File: src/hrp_pkg.sv
// constants and types of the host register port
//
// Function
// - one shared 16-bit three-state data bus carries a whole register word
// - async active-low reset idles port, clears writable and clear-on-read registers
// - reads change nothing except clearing event register and three counters
// - cycle starts on edge sampling select asserted; address and direction captured
// - read drive starts at least half a cycle after starting edge
// - read data valid after second rising edge following select assertion
// - data held until second edge after select release, then floated
// - select sampled from second edge on; each asserted sample reloads the two-edge hold
// - one access per select assertion; select must release between accesses
// - illegal write sets access-error flag and leaves register unchanged
`default_nettype none

package hrp_pkg;

	localparam int DATA_W     = 16;
	localparam int ADDR_W     = 5;
	localparam int NUM_CFG    = 16;
	localparam int NUM_STAT   = 7;
	localparam int NUM_CNT    = 3;

	// register addresses
	localparam logic [ADDR_W-1:0] ADDR_CTRL_A      = 5'h00;
	localparam logic [ADDR_W-1:0] ADDR_VECTOR      = 5'h03;
	localparam logic [ADDR_W-1:0] ADDR_VECTOR_LEN  = 5'h04;
	localparam logic [ADDR_W-1:0] ADDR_TPC_LOAD    = 5'h0E;
	localparam logic [ADDR_W-1:0] ADDR_TNE_LOAD    = 5'h0F;
	localparam logic [ADDR_W-1:0] ADDR_STAT_FIRST  = 5'h10;
	localparam logic [ADDR_W-1:0] ADDR_EVENT       = 5'h17;
	localparam logic [ADDR_W-1:0] ADDR_CNT_FIRST   = 5'h18;
	localparam logic [ADDR_W-1:0] ADDR_LAST        = 5'h1A;

	// field positions
	localparam int NOISE_TIMER_BIT = 14;
	localparam int ACCESS_ERR_BIT  = 0;

	// reset and constant values
	localparam logic [DATA_W-1:0] WORD_ZERO = 16'h0000;
	localparam logic [DATA_W-1:0] WORD_MAX  = 16'hFFFF;
	localparam logic [DATA_W-1:0] WORD_ONE  = 16'h0001;

	// timing: edges data is held after the last asserted select sample
	localparam logic [1:0] HOLD_EDGES   = 2'h2;
	localparam logic [1:0] HOLD_ONE     = 2'h1;
	localparam logic [1:0] HOLD_NONE    = 2'h0;
	localparam int         RST_MIN_CYC  = 20;

	// port state machine, gray along idle-wait-drive
	typedef enum logic [1:0] {
		ST_NOT_ACTIVE = 2'h0,
		ST_READ_WAIT  = 2'h1,
		ST_READ_DRIVE = 2'h3,
		ST_WRITE_WAIT = 2'h2
	} hrp_state_t;

endpackage : hrp_pkg

`default_nettype wire

File: src/hrp_bus_fsm.sv
// host bus cycle sequencer: select sampling, turnaround, hold, strobes
`default_nettype none
`timescale 1ns/1ps

module hrp_bus_fsm
	import hrp_pkg::*;
(
	// clock and reset
	input  wire logic              mclk_i,
	input  wire logic              resetn_i,
	input  wire logic              ce_i,
	// host pins
	input  wire logic              host_cs_n_i,
	input  wire logic              host_direction_i,
	input  wire logic [ADDR_W-1:0] register_select_lines_i,
	input  wire logic [DATA_W-1:0] host_data_bus_i,
	output logic      [DATA_W-1:0] host_data_bus_o,
	output logic                   host_data_bus_oe_o,
	// register bank side
	input  wire logic [DATA_W-1:0] rd_data_i,
	output logic      [ADDR_W-1:0] acc_addr_o,
	output logic                   rd_stb_o,
	output logic                   wr_stb_o,
	output logic      [DATA_W-1:0] wr_data_o
);

	typedef struct packed {
		hrp_state_t        state;
		logic              armed;
		logic [ADDR_W-1:0] addr;
		logic [1:0]        rem;
		logic [DATA_W-1:0] dout;
		logic              oe;
	} hrp_fsm_t;

	hrp_fsm_t fsm_r;
	hrp_fsm_t fsm_nxt;
	logic     cs_on;
	logic     rd_stb;
	logic     wr_stb;

	assign cs_on = ~host_cs_n_i;

	////////////////////////////////////////////////////////////////////////////
	always_comb
	begin
		fsm_nxt = fsm_r;
		rd_stb  = 1'b0;
		wr_stb  = 1'b0;
		if (!cs_on)
			fsm_nxt.armed = 1'b1;
		case (fsm_r.state)
			ST_NOT_ACTIVE:
			begin
				if (cs_on && fsm_r.armed)
				begin
					fsm_nxt.addr  = register_select_lines_i;
					fsm_nxt.armed = 1'b0;
					fsm_nxt.rem   = HOLD_EDGES;
					fsm_nxt.state = host_direction_i ? ST_READ_WAIT : ST_WRITE_WAIT;
				end
			end
			ST_READ_WAIT:
			begin
				// drive begins a full cycle after the start edge
				rd_stb       = 1'b1;
				fsm_nxt.dout = rd_data_i;
				fsm_nxt.oe   = 1'b1;
				fsm_nxt.rem  = cs_on ? HOLD_EDGES : HOLD_ONE;
				fsm_nxt.state = ST_READ_DRIVE;
			end
			ST_READ_DRIVE:
			begin
				if (cs_on)
					fsm_nxt.rem = HOLD_EDGES;
				else
					fsm_nxt.rem = fsm_r.rem - HOLD_ONE;
				if (!cs_on && fsm_r.rem == HOLD_ONE)
				begin
					fsm_nxt.oe    = 1'b0;
					fsm_nxt.rem   = HOLD_NONE;
					fsm_nxt.state = ST_NOT_ACTIVE;
				end
			end
			ST_WRITE_WAIT:
			begin
				// data sampled on the second edge, select release ignored
				wr_stb        = 1'b1;
				fsm_nxt.state = ST_NOT_ACTIVE;
			end
			default:
			begin
				fsm_nxt.state = ST_NOT_ACTIVE;
				fsm_nxt.oe    = 1'b0;
			end
		endcase
		if (!ce_i)
		begin
			fsm_nxt = fsm_r;
			rd_stb  = 1'b0;
			wr_stb  = 1'b0;
		end
	end

	////////////////////////////////////////////////////////////////////////////
	always_ff @(posedge mclk_i or negedge resetn_i)
	begin
		if (!resetn_i)
		begin
			fsm_r.state <= ST_NOT_ACTIVE;
			fsm_r.armed <= 1'b0;
			fsm_r.addr  <= '0;
			fsm_r.rem   <= HOLD_NONE;
			fsm_r.dout  <= WORD_ZERO;
			fsm_r.oe    <= 1'b0;
		end
		else
			fsm_r <= fsm_nxt;
	end

	assign host_data_bus_o    = fsm_r.dout;
	assign host_data_bus_oe_o = fsm_r.oe;
	assign acc_addr_o         = fsm_r.addr;
	assign rd_stb_o           = rd_stb;
	assign wr_stb_o           = wr_stb;
	assign wr_data_o          = host_data_bus_i;

endmodule : hrp_bus_fsm

`default_nettype wire

File: src/hrp_host_register_port.sv
// host register port: bus sequencer plus register bank and clear-on-read state
`default_nettype none
`timescale 1ns/1ps

module hrp_host_register_port
	import hrp_pkg::*;
(
	// clock, reset, enable
	input  wire logic                       mclk_i,
	input  wire logic                       resetn_i,
	input  wire logic                       ce_i,
	// host pins
	input  wire logic                       host_cs_n_i,
	input  wire logic                       host_direction_i,
	input  wire logic [ADDR_W-1:0]          register_select_lines_i,
	input  wire logic [DATA_W-1:0]          host_data_bus_i,
	output logic      [DATA_W-1:0]          host_data_bus_o,
	output logic                            host_data_bus_oe_o,
	// core conditions for restricted writes
	input  wire logic                       pcm_signaling_i,
	input  wire logic                       pcm_maint_i,
	// core status words, read-only registers 10h..16h
	input  wire logic [NUM_STAT*DATA_W-1:0] status_words_i,
	// core events and counter increments
	input  wire logic [DATA_W-1:0]          event_set_i,
	input  wire logic [NUM_CNT-1:0]         count_inc_i,
	// register contents to the core
	output logic      [NUM_CFG*DATA_W-1:0]  cfg_words_o,
	output logic      [DATA_W-1:0]          event_register_o,
	output logic      [DATA_W-1:0]          violation_symbol_count_o,
	output logic      [DATA_W-1:0]          short_gap_count_o,
	output logic      [DATA_W-1:0]          link_error_count_o,
	output logic                            host_access_error_o
);

	typedef struct packed {
		logic [NUM_CFG-1:0][DATA_W-1:0] cfg;
		logic [DATA_W-1:0]              evt;
		logic [NUM_CNT-1:0][DATA_W-1:0] cnt;
		logic                           err;
	} hrp_bank_t;

	hrp_bank_t         bank_r;
	hrp_bank_t         bank_nxt;
	logic [ADDR_W-1:0] acc_addr;
	logic              rd_stb;
	logic              wr_stb;
	logic [DATA_W-1:0] wr_data;
	logic [DATA_W-1:0] rd_data;
	logic              wr_legal;
	logic [DATA_W-1:0] evt_clr;
	logic [NUM_CNT-1:0] cnt_clr;
	logic              is_cfg;
	logic              is_stat;
	logic              is_cnt;
	logic [ADDR_W-1:0] stat_idx;
	logic [ADDR_W-1:0] cnt_idx;

	////////////////////////////////////////////////////////////////////////////
	hrp_bus_fsm u_fsm (
		.mclk_i                  (mclk_i),
		.resetn_i                (resetn_i),
		.ce_i                    (ce_i),
		.host_cs_n_i             (host_cs_n_i),
		.host_direction_i        (host_direction_i),
		.register_select_lines_i (register_select_lines_i),
		.host_data_bus_i         (host_data_bus_i),
		.host_data_bus_o         (host_data_bus_o),
		.host_data_bus_oe_o      (host_data_bus_oe_o),
		.rd_data_i               (rd_data),
		.acc_addr_o              (acc_addr),
		.rd_stb_o                (rd_stb),
		.wr_stb_o                (wr_stb),
		.wr_data_o               (wr_data)
	);

	////////////////////////////////////////////////////////////////////////////
	// address decode
	assign is_cfg   = (acc_addr < ADDR_STAT_FIRST);
	assign is_stat  = (acc_addr >= ADDR_STAT_FIRST) && (acc_addr < ADDR_EVENT);
	assign is_cnt   = (acc_addr >= ADDR_CNT_FIRST) && (acc_addr <= ADDR_LAST);
	assign stat_idx = acc_addr - ADDR_STAT_FIRST;
	assign cnt_idx  = acc_addr - ADDR_CNT_FIRST;

	// write permission
	always_comb
	begin
		wr_legal = is_cfg;
		if (acc_addr == ADDR_VECTOR || acc_addr == ADDR_VECTOR_LEN)
			wr_legal = ~pcm_signaling_i;
		else if (acc_addr == ADDR_TPC_LOAD)
			wr_legal = pcm_maint_i;
		else if (acc_addr == ADDR_TNE_LOAD)
			wr_legal = pcm_maint_i & ~bank_r.cfg[ADDR_CTRL_A[3:0]][NOISE_TIMER_BIT];
	end

	// read mux; write-only and unmapped addresses read zero
	always_comb
	begin
		rd_data = WORD_ZERO;
		if (is_cfg && acc_addr != ADDR_TPC_LOAD && acc_addr != ADDR_TNE_LOAD)
			rd_data = bank_r.cfg[acc_addr[3:0]];
		else if (is_stat)
			rd_data = status_words_i[stat_idx[2:0]*DATA_W +: DATA_W];
		else if (acc_addr == ADDR_EVENT)
			rd_data = bank_r.evt;
		else if (is_cnt)
			rd_data = bank_r.cnt[cnt_idx[1:0]];
	end

	////////////////////////////////////////////////////////////////////////////
	// clear-on-read strobes
	always_comb
	begin
		evt_clr = WORD_ZERO;
		if (rd_stb && acc_addr == ADDR_EVENT)
			evt_clr = WORD_MAX;
	end

	genvar gi;
	generate
		for (gi = 0; gi < NUM_CNT; gi++)
		begin : g_cnt_clr
			assign cnt_clr[gi] = rd_stb && is_cnt && (cnt_idx == ADDR_W'(gi));
		end
	endgenerate

	////////////////////////////////////////////////////////////////////////////
	always_comb
	begin
		bank_nxt     = bank_r;
		bank_nxt.err = 1'b0;
		// event bits: a set in the clearing cycle survives
		bank_nxt.evt = (bank_r.evt & ~evt_clr) | event_set_i;
		if (wr_stb && !wr_legal)
		begin
			bank_nxt.evt[ACCESS_ERR_BIT] = 1'b1;
			bank_nxt.err                 = 1'b1;
		end
		if (wr_stb && wr_legal)
			bank_nxt.cfg[acc_addr[3:0]] = wr_data;
		// counters saturate; an increment in the clearing cycle counts one
		for (int i = 0; i < NUM_CNT; i++)
		begin
			if (cnt_clr[i])
				bank_nxt.cnt[i] = count_inc_i[i] ? WORD_ONE : WORD_ZERO;
			else if (count_inc_i[i] && bank_r.cnt[i] != WORD_MAX)
				bank_nxt.cnt[i] = bank_r.cnt[i] + WORD_ONE;
		end
		if (!ce_i)
			bank_nxt = bank_r;
	end

	always_ff @(posedge mclk_i or negedge resetn_i)
	begin
		if (!resetn_i)
			bank_r <= '0;
		else
			bank_r <= bank_nxt;
	end

	////////////////////////////////////////////////////////////////////////////
	assign cfg_words_o              = bank_r.cfg;
	assign event_register_o         = bank_r.evt;
	assign violation_symbol_count_o = bank_r.cnt[0];
	assign short_gap_count_o        = bank_r.cnt[1];
	assign link_error_count_o       = bank_r.cnt[2];
	assign host_access_error_o      = bank_r.err;

endmodule : hrp_host_register_port

`default_nettype wire

File: config.mk
export PLATFORM = sky130hd
export DESIGN_NAME = hrp_host_register_port
export DESIGN_NICKNAME = d
export VERILOG_FILES = /design/src/hrp_pkg.sv /design/src/hrp_bus_fsm.sv /design/src/hrp_host_register_port.sv
export SDC_FILE = /design/constraint.sdc
export NUM_CORES = 1
export LEC_CHECK = 0
export ABC_AREA = 1
export BUFFER_PORTS_ARGS = -buffer_cell sky130_fd_sc_hd__clkbuf_2
export CAP_MARGIN = 20
export CORE_ASPECT_RATIO = 1.1
export CORE_UTILIZATION = 50
export DETAILED_ROUTE_END_ITERATION = 10
export PLACE_DENSITY = 0.76
export SYNTH_ARGS = -nofsm -noshare
export SYNTH_HDL_FRONTEND = slang
export SYNTH_SLANG_ARGS = --single-unit
export TNS_END_PERCENT = 10
File: constraint.sdc
create_clock -name mclk_i -period 2.6 [get_ports mclk_i]
set_input_delay 0 -clock mclk_i [delete_from_list [all_inputs] [get_ports mclk_i]]
set_output_delay 0 -clock mclk_i [all_outputs]
set_load 0.1 [all_outputs]
==> results of run 1 <==
==> area by class of cell <==
type	count	area, sq um
multi-input cells	2320	9540
inverters	108	409
flip-flops and latches	348	8710
diodes	1	2.50
clock buffers	56	1200
clock inverters	16	228
fillers	3547	13800
well taps	500	626
repair buffers	625	3660
==> sequential cells by signal (all words and copies together), names as in the netlist <==
name	count
u_fsm.host_data_bus_o	16
host_access_error_o	1
cfg_words_o	256
u_fsm.acc_addr_o	5
violation_symbol_count_o	16
event_register_o	16
u_fsm.host_data_bus_oe_o	1
link_error_count_o	16
u_fsm.fsm_r	5
short_gap_count_o	16
==> placed cells by master, fill, tap and decap left out, types with 5 or more instances in the layout <==
master	netlist	layout
nand3_1	165	165
clkinv_2	0	7
o21ai_1	9	7
clkbuf_16	0	42
nor2_1	165	164
xor2_1	14	14
dlygate4sd3_1	0	48
clkbuf_8	0	10
nor2_4	11	12
nand3b_1	5	5
nor3_1	22	22
nand4_1	45	45
a21oi_1	26	26
buf_4	25	73
nand3_2	9	9
inv_1	100	97
nor2_2	7	7
buf_12	0	6
o21ai_0	42	42
ha_1	6	6
nand2_1	1776	1776
inv_2	8	8
dfrtp_1	348	346
bufinv_16	0	5
clkbuf_2	0	495
==> worst reg2reg max path, cell delays in order, from the launching register on <==
cell           delay (ns)
dfrtp_4              0.51
buf_6                0.38
nand2_1              0.34
nand2_1              0.15
nand2_1              0.05
nand4_1              0.09
dlygate4sd3_1        0.55
nand2_1              0.06
nand3_1              0.09
nand3_1              0.12
nand2_1              0.09
==> worst min-delay path by stage <==
stage,cells past startpoint,startpoint,endpoint
floorplan,0,resetn_i,cfg_words_o[0]
global placement,1,resetn_i,event_register_o[15]
detailed placement,1,resetn_i,event_register_o[10]
CTS,2,resetn_i,event_register_o[10]
global route,2,resetn_i,event_register_o[15]
finish,2,resetn_i,event_register_o[15]
==> cells by family after synthesis <==
logic type	count (synthesis)	synth area share (%)
XOR/XNOR	16	0.721
AO/OA/AOI/OAI	82	2.17
AND/OR/NAND/NOR	2216	45.7
adder cells (fa/ha/maj)	6	0.386
flip-flops	348	44.8
buffers and inverters	284	6.26
==> repair_timing <==
action / in CTS / in global routing
setup endpoints to repair: 0 / 1
hold buffers: 48 / 0
endpoints found under the hold margin: 565 / 0
gates resized for setup: 0 / 2
==> metrics by stage <==
stage          setup WS [ns]  utilization, %
6_report              0.0921            63.8
3_3_place_gp           0.276            58.8
2_1_floorplan         0.0300               -
4_1_cts               0.0320            63.8
3_5_place_dp           0.228            58.8
5_1_grt               0.0364            63.8
==> metal layers <==
| metal | track usage [%] | share of wire [%] | vias up |
|---|---|---|---|
| met5 | 0 | 0.031 | - |
| met4 | 25.3 | 6.3 | 4 |
| met3 | 10.5 | 11 | 297 |
| met2 | 67.8 | 46 | 1405 |
| met1 | 51.7 | 37 | 10486 |
| li1 | - | - | 10047 |
==> results.md, run 1 <==
- Outcome: finished, violations left
- Failing checks: negative hold slack
- # setup viols final: 0
- Initial Utilization: 50.9%
- CORE AREA: 0.0382 sq mm
- Stages on worst setup path: 10
- Post-synth net total: 3117
- DIE HEIGHT: 209 um
- Clock Skews: 0.0288 ns
- GRT overflow: 0
- Critical path startpoint category: flop
- Most numerous cell in the Yosys netlist: nand2_1
- CP max stage delay: 0.55 ns
- RSZ-0062 raised after global routing: false
- Area Overhead vs Synth: 25.4%
- Worst r2r src: u_fsm.acc_addr_o[0]
- First-pass GRT wire length: 127000 um
- Max-slew headroom: 25.3%
- Mean Syn Cell Area: 6.58 sq um
- Register area share after synthesis: 44.8%
- Worst-Skew Late Latency: 0.58 ns
- Ports: 497
- Hold slack: -0.0141 ns
- Initial antenna violation count: 2
- Synth async-reset ratio: 100%
- Dominant cells by area after synthesis: dfrtp_1 (45%), nand2_1 (34%), nand3_1 (4.2%)
- FP Rows: 75
- Critical Path Sink Type: flop
- R2r endpoint: u_fsm.host_data_bus_o[7]
- Max Cap Viol: 0
- Top cells by count, synth: nand2_1 (1776), dfrtp_1 (348), nand3_1 (165), nor2_1 (165), clkbuf_1 (102)
- Die X: 190 um
- Total GRT Usage: 42.4%
- Pins Over Slew Limit: 0
- Fmax: 399 MHz
- Worst-Margin Slew: 1.11 ns
- Cell taking the most area after synthesis: dfrtp_1
- Reg2reg setup slack: 0.09 ns
- CP max-delay cell: dlygate4sd3_1
- IO Port Bufs: 496
- HP Class: input port to async pin
- Largest net degree at the start of global routing: 75
- Top Family by Delay on Critical Path: simple AND/OR/NAND/NOR gates
- Area post-placement: 0.0225 sq mm
- Setup bufs post-CTS: 0
- TritonRoute pass-1 iters: 8
- CP Buf/Inv Count: 2
- YS warnings: 0
- Clk sinks: 348
- Die area: 0.0397 sq mm
- TNS Setup: 0 ns
- RD Place Congestion: 1.00
- Cell mode on critical path: nand2_1
- Vias after detailed routing: 22239
- Nets: 3608
- Synth top area share: 44.8%
- Ys flop type: dfrtp_1
- Crit-path cells: buf_6 > nand2_1 > nand2_1 > nand2_1 > nand4_1 > dlygate4sd3_1 > nand2_1 > nand3_1 > nand3_1 > nand2_1
- Tcrit/Tclk final: 96.5%
- Cell variety after synth: 31
- Share of layout cells above drive strength 1: 20.0%
- DRC Markers: 0
- Crit path from: u_fsm.acc_addr_o[0]
- WP data required: 3.11 ns
- Total wire length: 84600 um
- Post-synth design cell area: 0.0194 sq mm
- Design area: 0.0244 sq mm
- CTS Root Cell: clkbuf_16
- CP Max Fanout: 49
- CP endpoint: u_fsm.host_data_bus_o[7]
- Post-Layout Cell Count: 3974
- Routed len/inst: 21.3 um
- Number of synthesized flops with an enable pin: 0
- CTS tree: built
- TritonCTS Buffers: 40
- Critical path class: flop to flop
- HPWL after DPL: 60600 um
- Cell count after placement: 3852
- Iteration-0 DRC Markers: 2277
- Vias in the first global route: 21213
- Htree depth: 2
- CTS max path bufs: 3
- Post-route ant nets: 0
- Hold Fails Final Rpt: 2
- Synthesized instance count: 2952
- Yosys reg bits: 348
- Worst EP arrival: 3.02 ns
- Clock transition at path regs: 0.06 ns
- Number of vias per cell: 5.60
- R2R cell count: 10
- Period minus WS final: 2.51 ns
Power of run 1 is not shown: default switching activity piles up to over one toggle a cycle in this logic, so the estimate is an artifact.
==> inputs of run 2 (changes only) <==
--- a/config.mk
+++ b/config.mk
@@ -12,6 +12,7 @@
 export CORE_UTILIZATION = 50
 export DETAILED_ROUTE_END_ITERATION = 10
 export PLACE_DENSITY = 0.76
+export RECOVER_POWER = 50
 export SYNTH_ARGS = -nofsm -noshare
 export SYNTH_HDL_FRONTEND = slang
 export SYNTH_SLANG_ARGS = --single-unit
==> results.md, run 2 (synthesis gave the netlist of run 1 again) <==
- Period minus WS final: 2.49 ns (was 2.51 ns)
- HPWL after DPL: 60600 um (unchanged)
- CTS max path bufs: 3 (unchanged)
- WP data required: 3.11 ns (about the same)
- Most common cell after layout, fill and taps aside: nand2_1 (unchanged)
- TritonCTS Buffers: 40 (unchanged)
- FP Rows: 75 (unchanged)
- CORE AREA: 0.0382 sq mm (unchanged)
- Pins Over Slew Limit: 92 (was 0)
- Register area: 0.00871 sq mm (unchanged)
- CTS Root Cell: clkbuf_16 (unchanged)
- Critical path class: flop to flop (unchanged)
- Tcrit/Tclk final: 95.9% (was 96.5%)
- IO Port Bufs: 496 (unchanged)
- Vias in the first global route: 21213 (unchanged)
- RSZ-0062 raised after global routing: false (unchanged)
- Die area: 0.0397 sq mm (unchanged)
- Worst EP arrival: 3.01 ns (was 3.02 ns)
- Routed len/inst: 21.2 um (was 21.3 um)
- Total GRT Usage: 42.4% (unchanged)
- Hold slack: -0.0220 ns (was -0.0141 ns)
- CP Max Fanout: 49 (unchanged)
- TritonRoute pass-1 iters: 7 (was 8)
- Critical path startpoint category: flop (unchanged)
- Hold Fails Final Rpt: 2 (unchanged)
- Htree depth: 2 (unchanged)
- Fmax: 401 MHz (was 399 MHz)
- Failing checks: negative hold slack, max-capacitance violations, max-slew violations (was negative hold slack)
- Initial antenna violation count: 2 (unchanged)
- Outcome: finished, violations left (unchanged)
- Nets: 3608 (unchanged)
- Iteration-0 DRC Markers: 2187 (was 2277)
- Share of layout cells above drive strength 1: 15.1% (was 20.0%)
- CTS tree: built (unchanged)
- DRC Markers: 0 (unchanged)
- Ports: 497 (unchanged)
- Die X: 190 um (unchanged)
- Post-route ant nets: 0 (unchanged)
- Area Overhead vs Synth: 24.0% (was 25.4%)
- First-pass GRT wire length: 127000 um (unchanged)
- GRT overflow: 0 (unchanged)
- Number of vias per cell: 5.58 (was 5.60)
- Highest-count cells in the layout ignoring fill and taps: nand2_1 (1776), dfrtp_1 (346), clkbuf_2 (334) (was nand2_1 (1776), clkbuf_2 (495), dfrtp_1 (346))
- RD Place Congestion: 1.00 (unchanged)
- # setup viols final: 0 (unchanged)
- Critical Path Sink Type: flop (unchanged)
- Clk sinks: 348 (unchanged)
- FILL cells: 3642 (was 3547)
- Worst-Margin Slew: 1.61 ns (was 1.11 ns)
- Max FFs per register: 256 (unchanged)
- Clock Skews: 0.0262 ns (was 0.0288 ns)
- TNS Setup: 0 ns (unchanged)
- Initial Utilization: 50.9% (unchanged)
- Multi-input gate area: 0.00954 sq mm (unchanged)
- Total wire length: 84400 um (was 84600 um)
- HP Class: input port to async pin (unchanged)
- Clock transition at path regs: 0.06 ns (about the same)
- Largest net degree at the start of global routing: 75 (unchanged)
- Max-slew headroom: -7.53% (was 25.3%)
- Vias after detailed routing: 22183 (was 22239)
- DIE HEIGHT: 209 um (unchanged)
- Max Cap Viol: 2 (was 0)
- Worst-Skew Late Latency: 0.58 ns (about the same)
[run 2: path summary, 6_finish.rpt]
check	depth (start not counted)	endpoint	slack [ns]	from
setup / recovery	10	u_fsm.host_data_bus_o[7]	0.11	u_fsm.acc_addr_o[0]
hold / removal	2	event_register_o[10]	-0.02	resetn_i
setup reg to reg	10	u_fsm.host_data_bus_o[7]	0.11	u_fsm.acc_addr_o[0]
hold reg to reg	2	u_fsm.host_data_bus_o[5]	0.48	u_fsm.host_data_bus_o[5]
max in group asynchronous	3	cfg_words_o[28]	0.57	resetn_i
min in group mclk_i	7	u_fsm.host_data_bus_o[8]	0.05	status_words_i[24]
[run 2: layer usage]
layer | vias to the layer above | track usage (%) | routed length [um]
met5 | - | 0 | 28
met4 | 4 | 25.3 | 5460
met3 | 310 | 10.5 | 9360
met2 | 1436 | 67.8 | 38800
met1 | 10378 | 51.7 | 30800
li1 | 10055 | - | -
[run 2: stage by stage]
stage | cell area, sq um | hold WS (ns) | util, % | worst slack [ns] | std cells
2_1_floorplan | 19400 | -0.296 | - | 0.0300 | 2952
3_3_place_gp | 22500 | 0.0328 | 58.8 | 0.276 | 3852
3_5_place_dp | 22500 | 0.0215 | 58.8 | 0.228 | 3852
4_1_cts | 24400 | 0.0232 | 63.8 | 0.0320 | 3972
5_1_grt | 24100 | 0.0222 | 63.1 | 0.0364 | 3973
6_report | 24100 | -0.0220 | 63.1 | 0.105 | 3974
[run 2: area by class of cell]
| type | instances | area share [%] |
|---|---|---|
| Clock buffer | 56 | 4.99 |
| Tap cell | 500 | 2.59 |
| Timing Repair Buffer | 625 | 14.1 |
| Clock inverter | 16 | 0.945 |
| Antenna cell | 1 | 0.0104 |
| Inverter | 108 | 1.70 |
| Sequential cell | 348 | 36.1 |
| Multi-Input combinational cell | 2320 | 39.6 |
[run 2: repair_timing]
action / 4_1_cts / 5_1_grt
setup buffers: 0 / 0
resized for setup: 0 / 2
hold buffers: 48 / 0
hold endpoints to repair: 565 / 0
setup endpoints to repair: 0 / 1
[run 2: critical path: stages, from the launching register on]
cell           delay [ns]
dfrtp_4              0.51
buf_6                0.37
nand2_1              0.29
nand2_1              0.14
nand2_1              0.05
nand4_1              0.09
dlygate4sd3_1        0.55
nand2_1              0.06
nand3_1              0.09
nand3_1              0.12
nand2_1              0.09
Power of run 2 is left out for the same reason.
==> inputs of run 3 (changes only) <==
--- a/config.mk
+++ b/config.mk
@@ -13,6 +13,7 @@
 export DETAILED_ROUTE_END_ITERATION = 10
 export PLACE_DENSITY = 0.76
 export RECOVER_POWER = 50
+export SETUP_SLACK_MARGIN = 0.5
 export SYNTH_ARGS = -nofsm -noshare
 export SYNTH_HDL_FRONTEND = slang
 export SYNTH_SLANG_ARGS = --single-unit
==> results.md, run 3 (synthesis gave the netlist of run 1 again) <==
- Crit path from: u_fsm.acc_addr_o[0] (unchanged)
- Iteration-0 DRC Markers: 2466 (was 2187)
- DIE HEIGHT: 209 um (unchanged)
- # setup viols final: 0 (unchanged)
- Hold slack: 0.0441 ns (was -0.0220 ns)
- Period minus WS final: 2.21 ns (was 2.49 ns)
- Initial Utilization: 50.9% (unchanged)
- Clk sinks: 348 (unchanged)
- Ports: 497 (unchanged)
- CTS max path bufs: 3 (unchanged)
- TNS Setup: 0 ns (unchanged)
- Share of layout cells above drive strength 1: 17.0% (was 15.1%)
- Largest net degree at the start of global routing: 88 (was 75)
- Htree depth: 2 (unchanged)
- CORE AREA: 0.0382 sq mm (unchanged)
- FP Rows: 75 (unchanged)
- DRC Markers: 0 (unchanged)
- Pins Over Slew Limit: 0 (was 92)
- Post-Layout Cell Count: 4005 (was 3974)
- Reg2reg setup slack: 0.39 ns (was 0.11 ns)
- Initial antenna violation count: 1 (was 2)
- Max Cap Viol: 0 (was 2)
- Outcome: finished clean (was finished, violations left)
- Vias after detailed routing: 22602 (was 22183)
- Routed len/inst: 21.7 um (was 21.2 um)
- CP Max Fanout: 41 (was 49)
- Area Overhead vs Synth: 28.0% (was 24.0%)
- Nets: 3642 (was 3608)
- R2r endpoint: cfg_words_o[111] (was u_fsm.host_data_bus_o[7])
- Clock transition at path regs: 0.06 ns (about the same)
- Die X: 190 um (unchanged)
- Critical path class: flop to flop (unchanged)
- HPWL after DPL: 60300 um (was 60600 um)
- Seq pwr share: 23.4%
- CTS tree: built (unchanged)
- Combinational share of power: 62.2%
- Cell count after placement: 3837 (was 3852)
- Max FFs per register: 256 (unchanged)
- P_int: 14.6 mW
- Power per Cell Area: 1590 mW/mm^2
- Cell leakage power: 13.7 nW
- Vias in the first global route: 21314 (was 21213)
- RSZ-0062 raised after global routing: true (was false)
- Clock Power Share: 14.4%
- HP Class: input port to flop (was input port to async pin)
- GRT overflow: 0 (unchanged)
- Critical path startpoint category: flop (unchanged)
- Sw frac: 63.0%
- IO Port Bufs: 496 (unchanged)
- Total wire length: 87000 um (was 84400 um)
- Total GRT Usage: 42.4% (about the same)
- Worst EP arrival: 2.71 ns (was 3.01 ns)
- Min-delay src: status_words_i[59]
- Number of vias per cell: 5.64 (was 5.58)
- Worst-Skew Late Latency: 0.57 ns (was 0.58 ns)
- VDD IR max: 1.61 mV
- First-pass GRT wire length: 127000 um (about the same)
- Fmax: 453 MHz (was 401 MHz)
- Clock Skews: 0.0109 ns (was 0.0262 ns)
- Worst-Margin Slew: 1.49 ns (was 1.61 ns)
- WP data required: 3.10 ns (was 3.11 ns)
- Hold Fails Final Rpt: 0 (was 2)
- R2R cell count: 9 (was 10)
- RD Place Congestion: 0.984 (was 1.00)
- Die area: 0.0397 sq mm (unchanged)
- Tcrit/Tclk final: 84.8% (was 95.9%)
- Most common cell after layout, fill and taps aside: nand2_1 (unchanged)
- Post-route ant nets: 0 (unchanged)
- Sw power: 24.9 mW
- CP endpoint: cfg_words_o[111] (was u_fsm.host_data_bus_o[7])
- CTS Root Cell: clkbuf_16 (unchanged)
- TritonRoute pass-1 iters: 6 (was 7)
- TritonCTS Buffers: 39 (was 40)
- Worst r2r src: u_fsm.acc_addr_o[0] (unchanged)
- Max-slew headroom: 0.732% (was -7.53%)
- Highest-count cells in the layout ignoring fill and taps: nand2_1 (1771), clkbuf_2 (331), dfrtp_1 (321) (was nand2_1 (1776), dfrtp_1 (346), clkbuf_2 (334))
- Critical Path Sink Type: flop (unchanged)
[run 3: cell count changes in the layout (fill, tap and decap cells not counted), sizes merged, moves of 2 or more]
| cell | previous run | this run |
|---|---|---|
| dlygate4sd3 | 48 | 57 |
| buf | 73 | 96 |
| clkbuf | 560 | 558 |
| clkinv | 10 | 12 |
| bufinv | 5 | 3 |
[run 3: repair_timing]
item	in CTS	in global routing
setup endpoints to repair	301	318
hold buffers	58	0
gates cloned	1	4
endpoints found under the hold margin	638	0
buffers inserted	15	21
pin swaps	11	10
gates resized for setup	32	39
[run 3: worst min-delay path by stage]
stage,endpoint,slack (ns),cells after the start
CTS,u_fsm.host_data_bus_o[12],0.03,7
global route,u_fsm.host_data_bus_o[11],0.06,7
detailed placement,event_register_o[0],-0.06,1
finish,u_fsm.host_data_bus_o[11],0.04,7
floorplan,cfg_words_o[0],-0.30,0
global placement,event_register_o[15],-0.06,1
[run 3: worst max-delay path: stages, from the launching register on]
cell     delay (ns)
dfrtp_4        0.54
nor2_4         0.17
buf_6          0.42
inv_1          0.16
nor2_1         0.21
inv_1          0.08
nor2_2         0.12
buf_4          0.25
nand2_1        0.09
nand2_1        0.09
[run 3: layer usage]
layer,part of all wire [%],wire length (um),up-vias,GRT usage [%]
met5,0,0,-,0
met3,11,9380,341,9.61
li1,-,-,10122,-
met1,36,31300,10610,51.1
met4,6.7,5870,0,25.3
met2,46,40400,1529,69.3
[run 3: cell type report]
class,count,area (sq um)
fillers,3413,13300
multi-input cells,2320,9740
flip-flops and latches,348,8750
repair buffers,659,4030
clock buffers,53,1130
well taps,500,626
inverters,108,429
clock inverters,15,171
repair inverters,1,5.00
diodes,1,2.50
[run 3: stage by stage]
stage	total power, mW	worst slack (ns)	utilization (%)	instance area, sq um
after floorplan	27.1	0.463	-	19500
after global placement	32.7	0.253	58.6	22400
after detailed placement	32.9	0.133	58.6	22400
after CTS	38.9	0.426	64.8	24700
after global routing	40.8	0.311	65.2	24900
final	39.5	0.394	65.2	24900
[run 3: power by group through the flow]
stage	combinational (mW)	sequential (mW)	clock (mW)
final	24.6	9.24	5.71
after global placement	23.5	9.19	0
after CTS	24.0	9.17	5.74
after floorplan	7.16	19.9	0
after global routing	25.6	9.38	5.91
after detailed placement	23.6	9.24	0
Note: power is estimated with default switching activity, not from simulation.
